$ cat src/hw/relay_pkg.sv
// Package with constants and carrier types for the fault relay block
package relay_pkg;

  // ----------------------------------------------------------------
  // Timing
  // ----------------------------------------------------------------
  localparam int unsigned CLK_HZ          = 20000000;
  localparam int unsigned POWERUP_MS      = 1500;   // Under 2 s
  localparam int unsigned FAULT_DELAY_MS  = 300;
  localparam int unsigned POWERUP_CYC     = CLK_HZ / 1000 * POWERUP_MS;
  localparam int unsigned FAULT_DELAY_CYC = CLK_HZ / 1000 * FAULT_DELAY_MS;
  localparam int unsigned CNT_W           = 26;

  // ----------------------------------------------------------------
  // Settings and thresholds
  // ----------------------------------------------------------------
  localparam logic       POL_NORM_OPEN   = 1'h0;
  localparam logic       POL_NORM_CLOSED = 1'h1;
  localparam logic [7:0] FUNC_SIGNAL_LOSS = 8'h06;
  localparam int unsigned ADC_W          = 12;
  // Current reference in microamps: 4000 uA is the bottom of 4..20 mA
  localparam logic [15:0] IREF_MIN_UA    = 16'h0FA0;

  // ----------------------------------------------------------------
  // Types
  // ----------------------------------------------------------------
  typedef enum logic [1:0] {
    ST_POWERUP = 2'h0,
    ST_IDLE    = 2'h1,
    ST_DELAY   = 2'h2,
    ST_ALARM   = 2'h3
  } relay_st_e;

  typedef struct packed {
    logic       drive_trip;
    logic       power_ok;
    logic       relay_pol;
  } relay_ctl_s;

  typedef struct packed {
    logic [ADC_W-1:0] vref;
    logic [ADC_W-1:0] start_thr;
    logic [15:0]      iref_ua;
    logic             use_iref;
  } aref_s;

  typedef struct packed {
    relay_st_e        st;
    logic [CNT_W-1:0] cnt;
    logic             coil;
    logic             loss;
  } state_s;

endpackage

$ cat src/hw/fault_relay_and_signal_loss.sv
// Alarm relay driver with delays and analog reference loss detector
//
// Overview of operation
// - Polarity 1 selects normally closed, default.
// - Closed mode energizes coil after powerup delay.
// - Closed mode: trip or power loss de-energizes.
// - Polarity 0: coil energizes only on trip.
// - Open mode ignores power loss.
// - Complementary contacts share one common contact.
// - Relay changes 300 ms after fault; collector instantly.
// - Reference loss stops motor, flag optional.
// - Flag when voltage reference below start threshold.
// - Flag when current reference below 4 mA.
// - Flag clears once reference at or above threshold.
// - Loss is not a trip, never latched.
// - Output terminal function 06 selects loss flag.
`timescale 1ns/100ps

module fault_relay_and_signal_loss
  import relay_pkg::*;
#(
  // Relay timing in clock cycles, below 2**CNT_W; defaults are the real
  // delays, a bench may shorten them to watch whole relay sequences
  parameter int unsigned POWERUP_CYCLES = POWERUP_CYC,
  parameter int unsigned FAULT_CYCLES   = FAULT_DELAY_CYC
)
(
  // Clock and reset
  input  wire logic             MCLK_IN,
  input  wire logic             RST_N_IN,
  // Drive status and relay setting
  input  wire relay_ctl_s       CTL_IN,
  // Analog references, already digitized
  input  wire aref_s            AREF_IN,
  // Intelligent output terminal function code
  input  wire logic [7:0]       TERM_FUNC_IN,
  // Relay contacts: common to closed-idle and open-idle paths
  output logic                  RELAY_COIL_OUT,
  output logic                  RELAY_COMMON_CONTACT_OUT,
  output logic                  RELAY_CLOSED_IDLE_CONTACT_OUT,
  output logic                  RELAY_OPEN_IDLE_CONTACT_OUT,
  // Undelayed open-collector alarm; loss outputs registered one cycle
  output logic                  OC_ALARM_OUT,
  output logic                  SIGNAL_LOSS_FLAG_OUT,
  output logic                  TERM_OUT,
  output logic                  DECEL_REQ_OUT
);

  // ----------------------------------------------------------------
  // Reset synchroniser
  // ----------------------------------------------------------------
  logic rst_meta_q;
  logic rst_n;

  // Two stages so release never lands near a clock edge
  always_ff @(posedge MCLK_IN or negedge RST_N_IN) begin
    if (!RST_N_IN) begin
      rst_meta_q <= 1'h0;
      rst_n      <= 1'h0;
    end else begin
      rst_meta_q <= 1'h1;
      rst_n      <= rst_meta_q;
    end
  end

  // ----------------------------------------------------------------
  // Fault and loss decode
  // ----------------------------------------------------------------
  logic fault;
  logic loss_now;
  logic closed_mode;

  // Power loss only counts as a fault in normally closed mode
  always_comb begin
    closed_mode = (CTL_IN.relay_pol == POL_NORM_CLOSED);
    fault = CTL_IN.drive_trip
          | (closed_mode & ~CTL_IN.power_ok);
    // Pure compare, no trip path and no latch
    loss_now = (AREF_IN.vref < AREF_IN.start_thr)
             | (AREF_IN.use_iref
                & (AREF_IN.iref_ua < IREF_MIN_UA));
  end

  // ----------------------------------------------------------------
  // State
  // ----------------------------------------------------------------
  state_s s_q;
  state_s s_d;

  // Relay sequencing: powerup wait, fault debounce, alarm hold
  always_comb begin
    s_d      = s_q;
    s_d.loss = loss_now;
    case (s_q.st)
      ST_POWERUP: begin
        s_d.coil = 1'h0;
        if (s_q.cnt == CNT_W'(POWERUP_CYCLES - 1)) begin
          s_d.st  = ST_IDLE;
          s_d.cnt = '0;
        end else begin
          s_d.cnt = s_q.cnt + CNT_W'(1);
        end
      end
      ST_IDLE: begin
        s_d.coil = closed_mode;
        s_d.cnt  = '0;
        if (fault) begin
          s_d.st = ST_DELAY;
        end
      end
      ST_DELAY: begin
        // A fault that clears inside the window never reaches the coil
        if (!fault) begin
          s_d.st  = ST_IDLE;
          s_d.cnt = '0;
        end else if (s_q.cnt == CNT_W'(FAULT_CYCLES - 1)) begin
          s_d.st  = ST_ALARM;
          s_d.cnt = '0;
        end else begin
          s_d.cnt = s_q.cnt + CNT_W'(1);
        end
      end
      ST_ALARM: begin
        s_d.coil = ~closed_mode;
        if (!fault) begin
          s_d.st = ST_IDLE;
        end
      end
      default: begin
        s_d.st  = ST_POWERUP;
        s_d.cnt = '0;
      end
    endcase
  end

  // Register the whole state
  always_ff @(posedge MCLK_IN or negedge rst_n) begin
    if (!rst_n) begin
      s_q.st   <= ST_POWERUP;
      s_q.cnt  <= '0;
      s_q.coil <= 1'h0;
      s_q.loss <= 1'h0;
    end else begin
      s_q <= s_d;
    end
  end

  // ----------------------------------------------------------------
  // Outputs
  // ----------------------------------------------------------------
  // Common contact modelled as closed path; either idle contact
  // is the complement of the other
  // The closed-idle contact makes while the coil is energized, so a
  // loop on it reads no alarm in the default polarity and a cut wire
  // still alarms; the open-idle contact makes while the coil rests
  assign RELAY_COIL_OUT                = s_q.coil;
  assign RELAY_COMMON_CONTACT_OUT      = 1'h1;
  assign RELAY_OPEN_IDLE_CONTACT_OUT   = ~s_q.coil;
  assign RELAY_CLOSED_IDLE_CONTACT_OUT = s_q.coil;
  // Open collector follows the fault with no delay
  assign OC_ALARM_OUT                  = fault;
  assign SIGNAL_LOSS_FLAG_OUT          = s_q.loss;
  // Terminal shows the flag only under its function code
  assign TERM_OUT                      = (TERM_FUNC_IN == FUNC_SIGNAL_LOSS)
                                       & s_q.loss;
  // Motor controller decelerates to a stop on loss
  assign DECEL_REQ_OUT                 = s_q.loss;

  // ----------------------------------------------------------------
  // Assertions
  // ----------------------------------------------------------------
  logic [CNT_W-1:0] up_cnt_q;

  // Helper: cycles since reset release, saturating
  always_ff @(posedge MCLK_IN or negedge rst_n) begin
    if (!rst_n) begin
      up_cnt_q <= '0;
    end else if (up_cnt_q != {CNT_W{1'h1}}) begin
      up_cnt_q <= up_cnt_q + CNT_W'(1);
    end
  end
endmodule

$ cat config.mk
export PLATFORM = sky130hd
export DESIGN_NAME = fault_relay_and_signal_loss
export DESIGN_NICKNAME = d
export VERILOG_FILES = /design/src/hw/relay_pkg.sv /design/src/hw/fault_relay_and_signal_loss.sv
export SDC_FILE = /design/constraint.sdc
export NUM_CORES = 1
export LEC_CHECK = 0
export ABC_AREA = 1
export BUFFER_PORTS_ARGS = -buffer_cell sky130_fd_sc_hd__buf_4
export CAP_MARGIN = 10
export CORE_AREA = 2 2 51 100
export CTS_CLUSTER_SIZE = 25
export DETAILED_ROUTE_END_ITERATION = 10
export DIE_AREA = 0 0 53 102
export PLACE_DENSITY = 0.81
export SYNTH_ARGS = -nofsm -noshare
export SYNTH_HDL_FRONTEND = slang
export SYNTH_SLANG_ARGS = --single-unit
$ cat constraint.sdc
create_clock -name MCLK_IN -period 2.15 [get_ports MCLK_IN]
set_input_delay 0.3225 -clock MCLK_IN [delete_from_list [all_inputs] [get_ports MCLK_IN]]
set_output_delay 0.3225 -clock MCLK_IN [all_outputs]
set_load 0.01 [all_outputs]
## Yosys cells after proc, flatten, opt, wreduce, memory -nomap -nowiden

Index checks and enable logic that the tools add are counted.

- $lt $le $gt $ge: 2
- Equality and inequality tests: 10
- Multiplexer cells: 10
- Reductions and logical operators: 4
- Bitwise logic cells: 8
- Add/sub/neg operators: 1

Operators by type and width:

| kind | number |
|---|---|
| $pmux 26 s3 | 1 |
| $mux 26 | 2 |
| $mux 28 | 1 |
| $add 26x1->26 const B | 1 |
| $eq 26x23->1 const B | 1 |
| $eq 26x25->1 const B | 1 |
| $lt 16x12->1 const B | 1 |
| $lt 12x12->1 | 1 |
| $eq 8x3->1 const B | 1 |
| $mux 2 | 4 |
| $pmux 2 s4 | 1 |
| $ne 2x2->1 const B | 3 |
| $reduce_bool 3->1 | 2 |
| $eq 2x2->1 const B | 2 |
| $reduce_and 4->1 | 1 |
| $and 1x1->1 | 3 |
| $ne 3x3->1 const B | 1 |
| $not 1->1 | 3 |
| $pmux 1 s3 | 1 |
| $eq 2x1->1 const B | 1 |
| $logic_not 2->1 | 1 |
| $or 1x1->1 | 2 |

- Output and inout bits: 8
- Logic and storage cells: 41
- Input port bits: 54
- Flip-flop bits (word level): 32

## Depth between registers and ports, before layout

Gate-level depths: netlist of run 1.

- Word-level depth: 5
- Depth in mapped cells: 12
- Mapped depth without buffers: 10

## Worst setup path before layout of run 1

OpenSTA, ideal clock, no wires.

- Path kind: register to register
- Start point: register s_q[3] (netlist name)
- End point: register s_q[11] (netlist name)
- Clock period less this slack: 1.539 ns
- Buffers on the path: 1
- Slack: 0.611 ns
- Required time: 2.027 ns
- Stages on the path, launching flop included: 12
- Data arrival time: 1.415 ns
- Library setup time: 0.123 ns
- Cells stage by stage: dfrtp_1 -> ha_1 -> nand2_2 -> nor2_4 -> nand2_2 -> nor2_1 -> nand2_1 -> nand2_2 -> nand2_4 -> nand3_4 -> buf_12 -> o21ai_2

- Longest elaborated chain between the ends: 4
- Elaborated cells between the ends (all ways): 7
- Classes of those cells: 1 x add/sub; 2 x eq/ne; 4 x mux

RTL lines:

| element | RTL line | source |
|---|---|---|
| from (decl) | fault_relay_and_signal_loss.sv:87 | `state_s s_q;` |
| $add 26x1->26 or $eq 26x23->1 (tied branches) | fault_relay_and_signal_loss.sv:101, fault_relay_and_signal_loss.sv:120, fault_relay_and_signal_loss.sv:116 |  |
| $mux 26 | fault_relay_and_signal_loss.sv:116 | `end else if (s_q.cnt == CNT_W'(FAULT_CYCLES - 1)) begin` |
| $mux 28 | fault_relay_and_signal_loss.sv:113 | `if (!fault) begin` |
| $pmux 26 s3 (*) | fault_relay_and_signal_loss.sv:94 | `case (s_q.st)` |

Mark *: on every way between the ends. The rest lies on a longest branch, timed or not.
A chain may end at the register's enable or synchronous reset.

## Final worst setup path of run 1

- Start point: register s_q[3] (netlist name)
- End point: register s_q[4] (netlist name)

The elaborated chain is that of the path after synthesis.

==> impl_results.md, run 1 <==
- Internal power: approximately 0.96 mW
- Die W: around 53 um
- Area contributors post-synth: dfrtp_1 (30%), nand2_1 (15%), ha_1 (9.1%)
- Critical path launch point: s_q[3]
- Final Setup Violations: 0
- Drt total wl: 6520 um
- Critical Path Most Common Cell: nand2_2
- Critical-path maximum fanout: 24
- Synth Flop Type: dfrtp_1
- WP depth: 10
- # diodes: 0
- Register area share after synthesis: a little under a third
- Fin nets: slightly below 500
- Max Root-Sink Buffers: 2
- GR Overflow Total: 0
- Reg-to-Reg Start: s_q[3]
- Clk_lat worst skew: between 200 and 300 ps
- Initial antenna violation count: 0
- Seq pwr share: 49.0%
- Vias in the first global route: ~2600
- Hold Path Class: reg2async
- Drt drc: 0
- FMAX: roughly 520 MHz
- Fin crit period: between 1500 and 2000 ps
- Ys async rst share: 100%
- R2r setup slk: about 230 ps
- M1 WL: around 2100 um
- Post-synth EDFFs: 0
- Worst setup endpoint: s_q[4]
- DR WL/cell: approximately 14 um
- Placed insts: about 470
- Layout cells sized above 1: between 20% and 30%
- GPL Wtd Cong: roughly 0.91
- Chip Height: between 100 and 150 um
- Worst reg2reg path depth: 10
- Combinational power share: around an eighth
- Clock slew at reported path FFs: roughly 70 ps
- Final worst-path cycle share: around nine tenths
- CP Cell Sequence: ha_1, nand2_2, nor2_4, nand2_2, nor2_1, nand2_1, nand2_2, nand2_4, nand3_4, o21ai_0
- Pin count of the biggest net entering global routing: 31
- Total Routing Usage GR: 27.5%
- VDD IR max: around 0.00031 V
- Non-Filler Instances: around 480
- Port bufs: 55
- Yosys Warn Count: 0
- Number of H-tree levels: 2
- Core area: approximately 4600 um2
- Max Cap Viol: 0
- Synth top cells by count: nand2_1 (103), inv_1 (54), nor2_1 (39)
- Power Dens Cells: around 400 nW/um2
- DR WL met2: 3890 um
- Post-synth cell types: 35
- Critical Path RT: ~2300 ps
- Final Hold Viols: 0
- Post-CTS setup buffer count: 0
- Dominant cell type by area after synthesis: dfrtp_1
- Sw Ratio: 23.2%
- Worst Skew: approximately 4.4 ps
- Lkg Pwr: around 1.5 nW
- Post-CTS Resized: 0
- WP buf/inv: 0
- Topmost layer with routed signal wires: met4
- Final setup TNS: 0 ps
- Outcome: finished clean
- Final Instance Area: ~3100 um2
- Yosys top cell area share: 30.5%
- Syn avg cell area: 7.20 um2
- Layout area overhead: 19.9%
- Synth Instances: roughly 370
- CTS tree: done
- DR pass1 iterations: 4
- Sw power: a little under 0.3 mW
- FF-to-FF End: s_q[4]
- First-pass GRT wire length: ~11000 um
- Worst Setup Start Kind: flop
- Clk pwr share: 39.1%
- Drt first-iter violations: 30
- DP HPWL: 5160 um
- RSZ-0062 raised after global routing: false
- Hold Slack: 292 ps
- Crit path kind: reg2reg
- Final ANT Viol Nets: 0
- Placed Area: slightly above 3000 um2
- DR vias: 2534
- Initial Util: between 50% and 60%
- Pins over their slew limit: 0
- Setup crit end kind: flop
- Synth Register Bits: 32
- IO Pins: 62
- CTS buffer count: 5
- Largest delay contributor family on the critical path: simple AND/OR/NAND/NOR gates
- Die Area: 5410 um2
- Post-Syn Area: around 2600 um2
- CTS sink count: 32
- Critical Path Max Stage Delay: between 400 and 500 ps
- Cell at the root of the clock tree: clkbuf_8
- DR WL met3: roughly 240 um
- Slowest CP cell: dfrtp_1
- CP arrival: about 2100 ps
- Vias per Instance: about 5.3
- # rows: 35
- Fin util: 68.5%
- Most common cell in the synthesized netlist: nand2_1
logic make-up (layout without fill, tap and decap cells):
logic type	Yosys count	count (layout)	synth area share [%]
compound gates	45	45	12.2
xor+xnor	16	16	5.34
fa+ha+maj	19	19	9.05
buf+inv	63	120	10.7
flops	32	32	30.5
other cells	1	2	0.143
simple gates	189	189	32.1
through the flow:
stage,worst slack [ps],power [mW]
floorplan,611,0.680
global placement,301,0.764
detailed placement,235,0.769
CTS,214,1.25
global route,53.1,1.30
finish,234,1.24
power groups by stage:
stage,Clock (mW),Sequential [mW],Combinational [mW]
5_1_grt,0.522,0.609,0.168
4_1_cts,0.494,0.609,0.151
2_1_floorplan,0,0.629,0.0517
6_report,0.486,0.609,0.148
3_3_place_gp,0,0.620,0.144
3_5_place_dp,0,0.620,0.149
layout make-up:
cell class              count  area, um2
multi-input cells         271       1550
fillers                   430       1450
flip-flops and latches     32        801
repair buffers             58        438
inverters                  54        203
clock buffers               8       90.1
well taps                  55       68.8
metal layers:
| layer | up-vias | track usage, % |
|---|---|---|
| met5 | - | 0 |
| met4 | 0 | 16.2 |
| met3 | 24 | 3.22 |
| met2 | 91 | 54.1 |
| met1 | 1156 | 25.1 |
| li1 | 1263 | - |
cells in the final DEF, fill, tap and decap left out, types with 11 or more instances in the layout:
| master | synthesis | layout |
|---|---|---|
| nand2_1 | 103 | 103 |
| buf_4 | 3 | 57 |
| inv_1 | 54 | 54 |
| nor2_1 | 39 | 39 |
| dfrtp_1 | 32 | 32 |
| o21ai_2 | 19 | 19 |
| ha_1 | 19 | 19 |
| nand3_1 | 15 | 15 |
| o21ai_0 | 11 | 11 |
| xor2_1 | 11 | 11 |
worst min path at each step:
stage,slack (ps),startpoint,to
after global placement,100,RST_N_IN,rst_meta_q
after CTS,300,rst_n,DECEL_REQ_OUT
final,290,rst_n,s_q[5]
after detailed placement,110,RST_N_IN,rst_n
after floorplan,30,RST_N_IN,rst_meta_q
after global routing,310,AREF_IN[0],DECEL_REQ_OUT
flip-flops by register name, summed over array words and instances, names as in the netlist:
| register | cells |
|---|---|
| s_q | 28 |
| DECEL_REQ_OUT | 1 |
| RELAY_CLOSED_IDLE_CONTACT_OUT | 1 |
| rst_meta_q | 1 |
| rst_n | 1 |
timing repair:
item	CTS	global route
setup endpoints to repair	0	0
hold buffers	1	0
hold endpoints to repair	2	0
(Power assumes the default switching activity.)
==> run 2: changes to the inputs <==
--- a/config.mk
+++ b/config.mk
@@ -13,6 +13,7 @@
 export DETAILED_ROUTE_END_ITERATION = 10
 export DIE_AREA = 0 0 53 102
 export PLACE_DENSITY = 0.81
+export SLEW_MARGIN = 25
 export SYNTH_ARGS = -nofsm -noshare
 export SYNTH_HDL_FRONTEND = slang
 export SYNTH_SLANG_ARGS = --single-unit
==> constraint.sdc (replaced) <==
create_clock -name MCLK_IN -period 2.15 [get_ports MCLK_IN]
set_input_delay 0.43 -clock MCLK_IN [delete_from_list [all_inputs] [get_ports MCLK_IN]]
set_output_delay 0.43 -clock MCLK_IN [all_outputs]
set_load 0.01 [all_outputs]
==> impl_results.md, run 2 (synthesis results as in run 1) <==
- Outcome: finished clean
- Most common cell after layout, fill and taps aside: nand2_1
- Largest delay contributor family on the critical path: simple AND/OR/NAND/NOR gates
- CP arrival: 2060 ps (-40 ps)
- Lkg Pwr: 1.53 nW (+0.87%)
- Fin crit period: 1900 ps (-12.1 ps)
- VDD IR max: 0.000346 V (+12%)
- CTS sink count: 32 (unchanged)
- Largest reg by FF count: s_q
- Slowest CP cell: dfrtp_1
- Final worst-path cycle share: 88.6% (-0.56 points)
- Die Area: 5410 um2 (unchanged)
- FMAX: 525 MHz (+0.64%)
- Seq pwr share: 45.6% (-3.4 points)
- Final ANT Viol Nets: 0 (unchanged)
- Final setup TNS: 0 ps (unchanged)
- Layout area overhead: 21.2%
- Worst Skew: 4.86 ps (+0.430 ps)
- Clock slew at reported path FFs: 70 ps (about the same)
- Commonest non-fill, non-tap cells in the layout: nand2_1 (103), buf_4 (56), inv_1 (54), nor2_1 (39), dfrtp_1 (32)
- Worst Setup Slack, final: 246 ps (+12.1 ps)
- Final Setup Violations: 0 (unchanged)
- Final Instance Area: 3180 um2 (+1.1%)
- First-pass GRT wire length: 11100 um (+0.19%)
- RSZ-0062 raised after global routing: false
- DR vias: 2479 (-2.2%)
- Critical Path Max Stage Delay: 410 ps (-20 ps)
- CTS buffer count: 5 (unchanged)
- Internal power: 1.04 mW (+8.8%)
- Drt total wl: 6220 um (-4.5%)
- Sw power: 0.307 mW (+6.6%)
- Drt first-iter violations: 35 (+17%)
- DR pass1 iterations: 4 (unchanged)
- Vias per Instance: 5.19 (-2.2%)
- Crit path kind: reg2reg
- Sw Ratio: 22.8% (-0.37 points)
- Fin nets: 495 (unchanged)
- WP buf/inv: 0 (unchanged)
- Clk pwr share: 43.6% (+4.5 points)
- CTS tree: done
- Pin count of the biggest net entering global routing: 27 (-13%)
- # diodes: 0 (unchanged)
- Slew HR: 54.6%
- Critical Path Most Common Cell: nand2_2
- Vias in the first global route: 2739 (+4.0%)
- CP Cell Sequence: ha_1, nand2_2, nor2_4, nand2_2, nor2_1, nand2_1, nand2_2, nand2_4, nand3_4, o21ai_0
- Setup crit end kind: flop
- Worst Setup Start Kind: flop
- Clk_lat worst skew: 290 ps (about the same)
- Post-CTS setup buffer count: 0 (unchanged)
- Initial Util: 57.1% (unchanged)
- Placed Area: 3060 um2 (+0.41%)
- Max Cap Viol: 0 (unchanged)
- GPL Wtd Cong: 0.979 (+8.1%)
- Layout cells sized above 1: 23.4% (+0.47 points)
- Total Routing Usage GR: 27.3% (-0.22 points)
- Number of H-tree levels: 2 (unchanged)
- Initial antenna violation count: 0 (unchanged)
- Hold Path Class: reg2async
- Core area: 4600 um2 (unchanged)
- Total Power: 1.35 mW (+8.3%)
- IO Pins: 62 (unchanged)
- Fin util: 69.2% (+0.73 points)
- Final Hold Viols: 0 (unchanged)
- DP HPWL: 5090 um (-1.5%)
- Pre-CTS setup slack: 227 ps (-7.94 ps)
- Drt drc: 0 (unchanged)
- Max Root-Sink Buffers: 2 (unchanged)
- Cell at the root of the clock tree: clkbuf_8
- # rows: 35 (unchanged)
- DR WL/cell: 13.0 um (-4.5%)
- Worst-margin pin slew: 680 ps
- Critical-path maximum fanout: 24 (unchanged)
- Pins over their slew limit: 0 (unchanged)
- Chip Height: 102 um (unchanged)
- Combinational power share: 10.8% (-1.1 points)
- Port bufs: 55 (unchanged)
- Power Dens Cells: 423 nW/um2 (+7.1%)
- Critical Path RT: 2310 ps (-30 ps)
- Largest register FFs: 28 (unchanged)
- Die W: 53 um (unchanged)
- GR Overflow Total: 0 (unchanged)
run 2: changes by cell type in the layout (fill, tap and decap cells not counted):
cell,change
clkbuf_1,-2
buf_12,+1
buf_4,-1
bufinv_16,+1
clkbuf_8,-1
clkinv_2,+1
clkinvlp_4,+1
run 2: worst reg2reg max path: stages, from the launching register on:
cell     delay, ps
dfrtp_1        410
ha_1           220
nand2_2         90
nor2_4         150
nand2_2        110
nor2_1         120
nand2_1         70
nand2_2         80
nand2_4         70
nand3_4        310
o21ai_0        150
run 2: routing by layer:
metal	vias up	track usage, %	routed length, um
li1	1263	-	-
met1	1125	24.9	2040
met2	67	52.1	3640
met3	24	4.09	195
met4	0	18.1	346
met5	-	0	0
run 2: power groups by stage:
stage,Sequential [mW],Clock (mW),Combinational [mW]
finish,0.614,0.587,0.145
global route,0.615,0.621,0.164
CTS,0.614,0.603,0.148
detailed placement,0.626,0,0.146
global placement,0.626,0,0.141
floorplan,0.629,0,0.0517
run 2: area by class of cell:
cell class                 instances  area [um2]
inverter                          54         203
clock inverter                     3        42.5
fill                             409        1420
multi-input combinational        271        1550
timing repair buffer              58         450
tap                               55        68.8
sequential                        32         801
clock buffer                       5        68.8
run 2: through the flow:
step	instances	hold slack [ps]
4_1_cts	478	312
3_3_place_gp	469	212
5_1_grt	478	344
2_1_floorplan	366	134
3_5_place_dp	469	213
6_report	478	284
run 2: repair_timing:
action / 4_1_cts / 5_1_grt
hold buffers: 1 / 0
hold endpoints to repair: 2 / 0
gates resized for setup: 0 / 0
run 2: worst paths after layout:
check	startpoint	endpoint	slack, ps	cells past startpoint
hold reg to reg	rst_n	s_q[5]	280	0
min in group MCLK_IN	rst_meta_q	rst_n	360	0
max in group asynchronous	rst_n	s_q[22]	1340	1
setup / recovery	s_q[3]	s_q[4]	250	10
hold / removal	rst_n	s_q[5]	280	0
setup reg to reg	s_q[3]	s_q[4]	250	10
==> run 3: changes to the inputs <==
--- a/config.mk
+++ b/config.mk
@@ -5,14 +5,13 @@
 export SDC_FILE = /design/constraint.sdc
 export NUM_CORES = 1
 export LEC_CHECK = 0
-export ABC_AREA = 1
 export BUFFER_PORTS_ARGS = -buffer_cell sky130_fd_sc_hd__buf_4
 export CAP_MARGIN = 10
-export CORE_AREA = 2 2 51 100
+export CORE_AREA = 2 2 49 97
 export CTS_CLUSTER_SIZE = 25
 export DETAILED_ROUTE_END_ITERATION = 10
-export DIE_AREA = 0 0 53 102
-export PLACE_DENSITY = 0.81
+export DIE_AREA = 0 0 51 99
+export PLACE_DENSITY = 0.8
 export SLEW_MARGIN = 25
 export SYNTH_ARGS = -nofsm -noshare
 export SYNTH_HDL_FRONTEND = slang
==> impl_results.md, run 3 <==
- CTS buffer count: 5 (unchanged)
- Initial Util: 55.1% (-2.0 points)
- Largest register FFs: 28 (unchanged)
- Post-synth cell types: 52 (+49%)
- Commonest non-fill, non-tap cells in the layout: buf_4 (87), nand2_1 (36), dfrtp_1 (32), nor2_1 (20)
- First-pass GRT wire length: 10800 um (-2.3%)
- Dominant cell type by area after synthesis: dfrtp_1
- Syn avg cell area: 8.43 um2 (+17%)
- Clock slew at reported path FFs: 70 ps (about the same)
- DR pass1 iterations: 4 (unchanged)
- DR WL/cell: 15.5 um (+19%)
- Final worst-path cycle share: 98.4% (+9.9 points)
- Multi-input gate area: 1460 um2 (-5.6%)
- Synth Flop Type: dfrtp_1
- Worst Skew: 6.79 ps (+1.92 ps)
- GR Overflow Total: 0 (unchanged)
- R2r setup slk: 30 ps (-210 ps)
- Drt first-iter violations: 54 (+54%)
- Pin count of the biggest net entering global routing: 31 (+15%)
- Ys async rst share: 100% (unchanged)
- Worst-margin pin slew: 574 ps (-106 ps)
- Sw Ratio: 38.6% (+16 points)
- Register area share after synthesis: 33.8% (+3.3 points)
- GPL Wtd Cong: 0.903 (-7.8%)
- Register Area: 801 um2 (unchanged)
- Initial antenna violation count: 0 (unchanged)
- Area contributors post-synth: dfrtp_1 (34%), ha_1 (10%), nand2_1 (5.7%)
- Seq pwr share: 31.4% (-14 points)
- Synth Register Bits: 32 (unchanged)
- Drt total wl: 6470 um (+4.0%)
- Power Dens Cells: 716 nW/um2 (+69%)
- Pins over their slew limit: 0 (unchanged)
- Drt drc: 0 (unchanged)
- Sw power: 0.871 mW (+180%)
- Clk_lat worst skew: 290 ps (about the same)
- Worst Setup Start Kind: flop
- Fin nets: 436 (-12%)
- Final ANT Viol Nets: 0 (unchanged)
- Core area: 4300 um2 (-6.6%)
- VDD IR max: 0.000531 V (+54%)
- Hold Path Class: reg2async
- Lkg Pwr: 1.48 nW (-3.6%)
- DP HPWL: 5080 um (about the same)
- Cell at the root of the clock tree: clkbuf_8
- Critical-path maximum fanout: 5 (-79%)
- Total Routing Usage GR: 28.3% (+0.94 points)
- CTS tree: done
- Vias in the first global route: 2554 (-6.8%)
- Layout cells sized above 1: 28.6% (+5.2 points)
- Final Hold Viols: 0 (unchanged)
- Setup crit end kind: flop
- Reg-to-Reg Start: s_q[9]
- Yosys top cell area share: 33.8% (+3.3 points)
- Most common cell after layout, fill and taps aside: buf_4
- CTS sink count: 32 (unchanged)
- Most common cell in the synthesized netlist: nand2_1
- Critical Path RT: 2330 ps (+20 ps)
- Number of H-tree levels: 2 (unchanged)
- Fin crit period: 2120 ps (+212 ps)
- CP arrival: 2290 ps (+230 ps)
- Hold Slack: 259 ps (-25.3 ps)
- Die W: 51 um (-3.8%)
- Port bufs: 55 (unchanged)
- # rows: 34 (-2.9%)
- Final Setup Violations: 0 (unchanged)
- Crit path kind: reg2reg
- DR vias: 2467 (-0.48%)
- Die Area: 5050 um2 (-6.6%)
- Post-synth EDFFs: 0 (unchanged)
- Largest reg by FF count: s_q
- Internal power: 1.39 mW (+33%)
- Combinational power share: 46.9% (+36 points)
- Max Root-Sink Buffers: 2 (unchanged)
- Slew HR: 61.3% (+6.7 points)
- FMAX: 473 MHz (-10%)
- Layout area overhead: 33.2%
- Synth Instances: 281 (-23%)
- Clk pwr share: 21.8% (-22 points)
- Fillers: 340 (-17%)
- Synth top cells by count: nand2_1 (36), dfrtp_1 (32), nor2_1 (20), o21ai_0 (20), ha_1 (19)
- Non-Filler Instances: 418 (-13%)
- Yosys Warn Count: 0 (unchanged)
- Fin util: 73.4% (+4.2 points)
- Critical path launch point: s_q[9]
- # diodes: 0 (unchanged)
- IO Pins: 62 (unchanged)
- Vias per Instance: 5.90 (+14%)
- Placed insts: 408 (-13%)
- Outcome: finished clean
- RSZ-0062 raised after global routing: true
- Post-Syn Area: 2370 um2 (-9.8%)
- Total Power: 2.26 mW (+68%)
- Max Cap Viol: 0 (unchanged)
- Chip Height: 99 um (-2.9%)
run 3: changes by cell type after synthesis, sizes merged, moves of 11 or more:
cell	previous run	this run
nand2	108	36
inv	54	18
nor2	43	20
nand3	17	6
xor2	11	0
run 3: power by group through the flow:
stage	clock network (mW)	registers, mW	logic (mW)
6_report	0.491	0.708	1.06
3_3_place_gp	0	0.711	1.00
5_1_grt	0.520	0.713	1.16
4_1_cts	0.492	0.705	1.05
3_5_place_dp	0	0.716	1.03
2_1_floorplan	0	0.733	0.539
run 3: cell families after synthesis:
| family | synth area share [%] |
|---|---|
| AO/OA/AOI/OAI | 14.6 |
| XOR/XNOR | 0.740 |
| adder cells (fa/ha/maj) | 10.0 |
| buffers and inverters | 6.07 |
| flip-flops | 33.8 |
| multiplexers | 4.91 |
| other | 0.158 |
| AND/OR/NAND/NOR | 29.7 |
run 3: worst paths after layout:
path                            cells past startpoint       endpoint
worst max-delay path                                6        s_q[29]
worst min-delay path                                1         s_q[6]
worst max register to register                      6        s_q[29]
worst min register to register                      1         s_q[6]
max in group asynchronous                           1  DECEL_REQ_OUT
min in group MCLK_IN                                0          rst_n
run 3: per-layer routing:
layer	part of all wire, %	wire, um	vias up	GRT usage [%]
met5	0	0	-	0
met4	4.9	319	0	20.4
met3	4.8	308	24	3.94
met2	59	3810	101	55.0
met1	31	2030	1153	23.9
li1	-	-	1189	-
run 3: final cells by class:
| type | instances | share of cell area, % |
|---|---|---|
| Multi-Input combinational cell | 217 | 46.3 |
| Sequential cell | 32 | 25.4 |
| Timing Repair Buffer | 88 | 21.0 |
| Clock buffer | 8 | 2.86 |
| Inverter | 19 | 2.26 |
| Tap cell | 54 | 2.14 |
run 3: worst max-delay path, stage by stage (launching register included):
cell and delay (ps):
dfrtp_1 400, or4b_4 540, nor4_4 210, buf_4 180
a21boi_2 50, a311o_1 320, mux2_4 300
run 3: repair_timing:
action,CTS,global route
endpoints found under the setup margin,26,24
buffers inserted,0,1
gates resized for setup,5,3
pin swaps,1,4
hold buffers,1,0
endpoints found under the hold margin,2,0
run 3: stage by stage:
step | TNS [ps] | worst slack [ps] | instance area, um2
2_1_floorplan | 0 | 35.9 | 2370
3_3_place_gp | -518 | -133 | 3010
3_5_place_dp | -426 | -120 | 3010
4_1_cts | -3.27 | -3.27 | 3140
5_1_grt | -15.7 | -15.7 | 3150
6_report | 0 | 34.1 | 3150
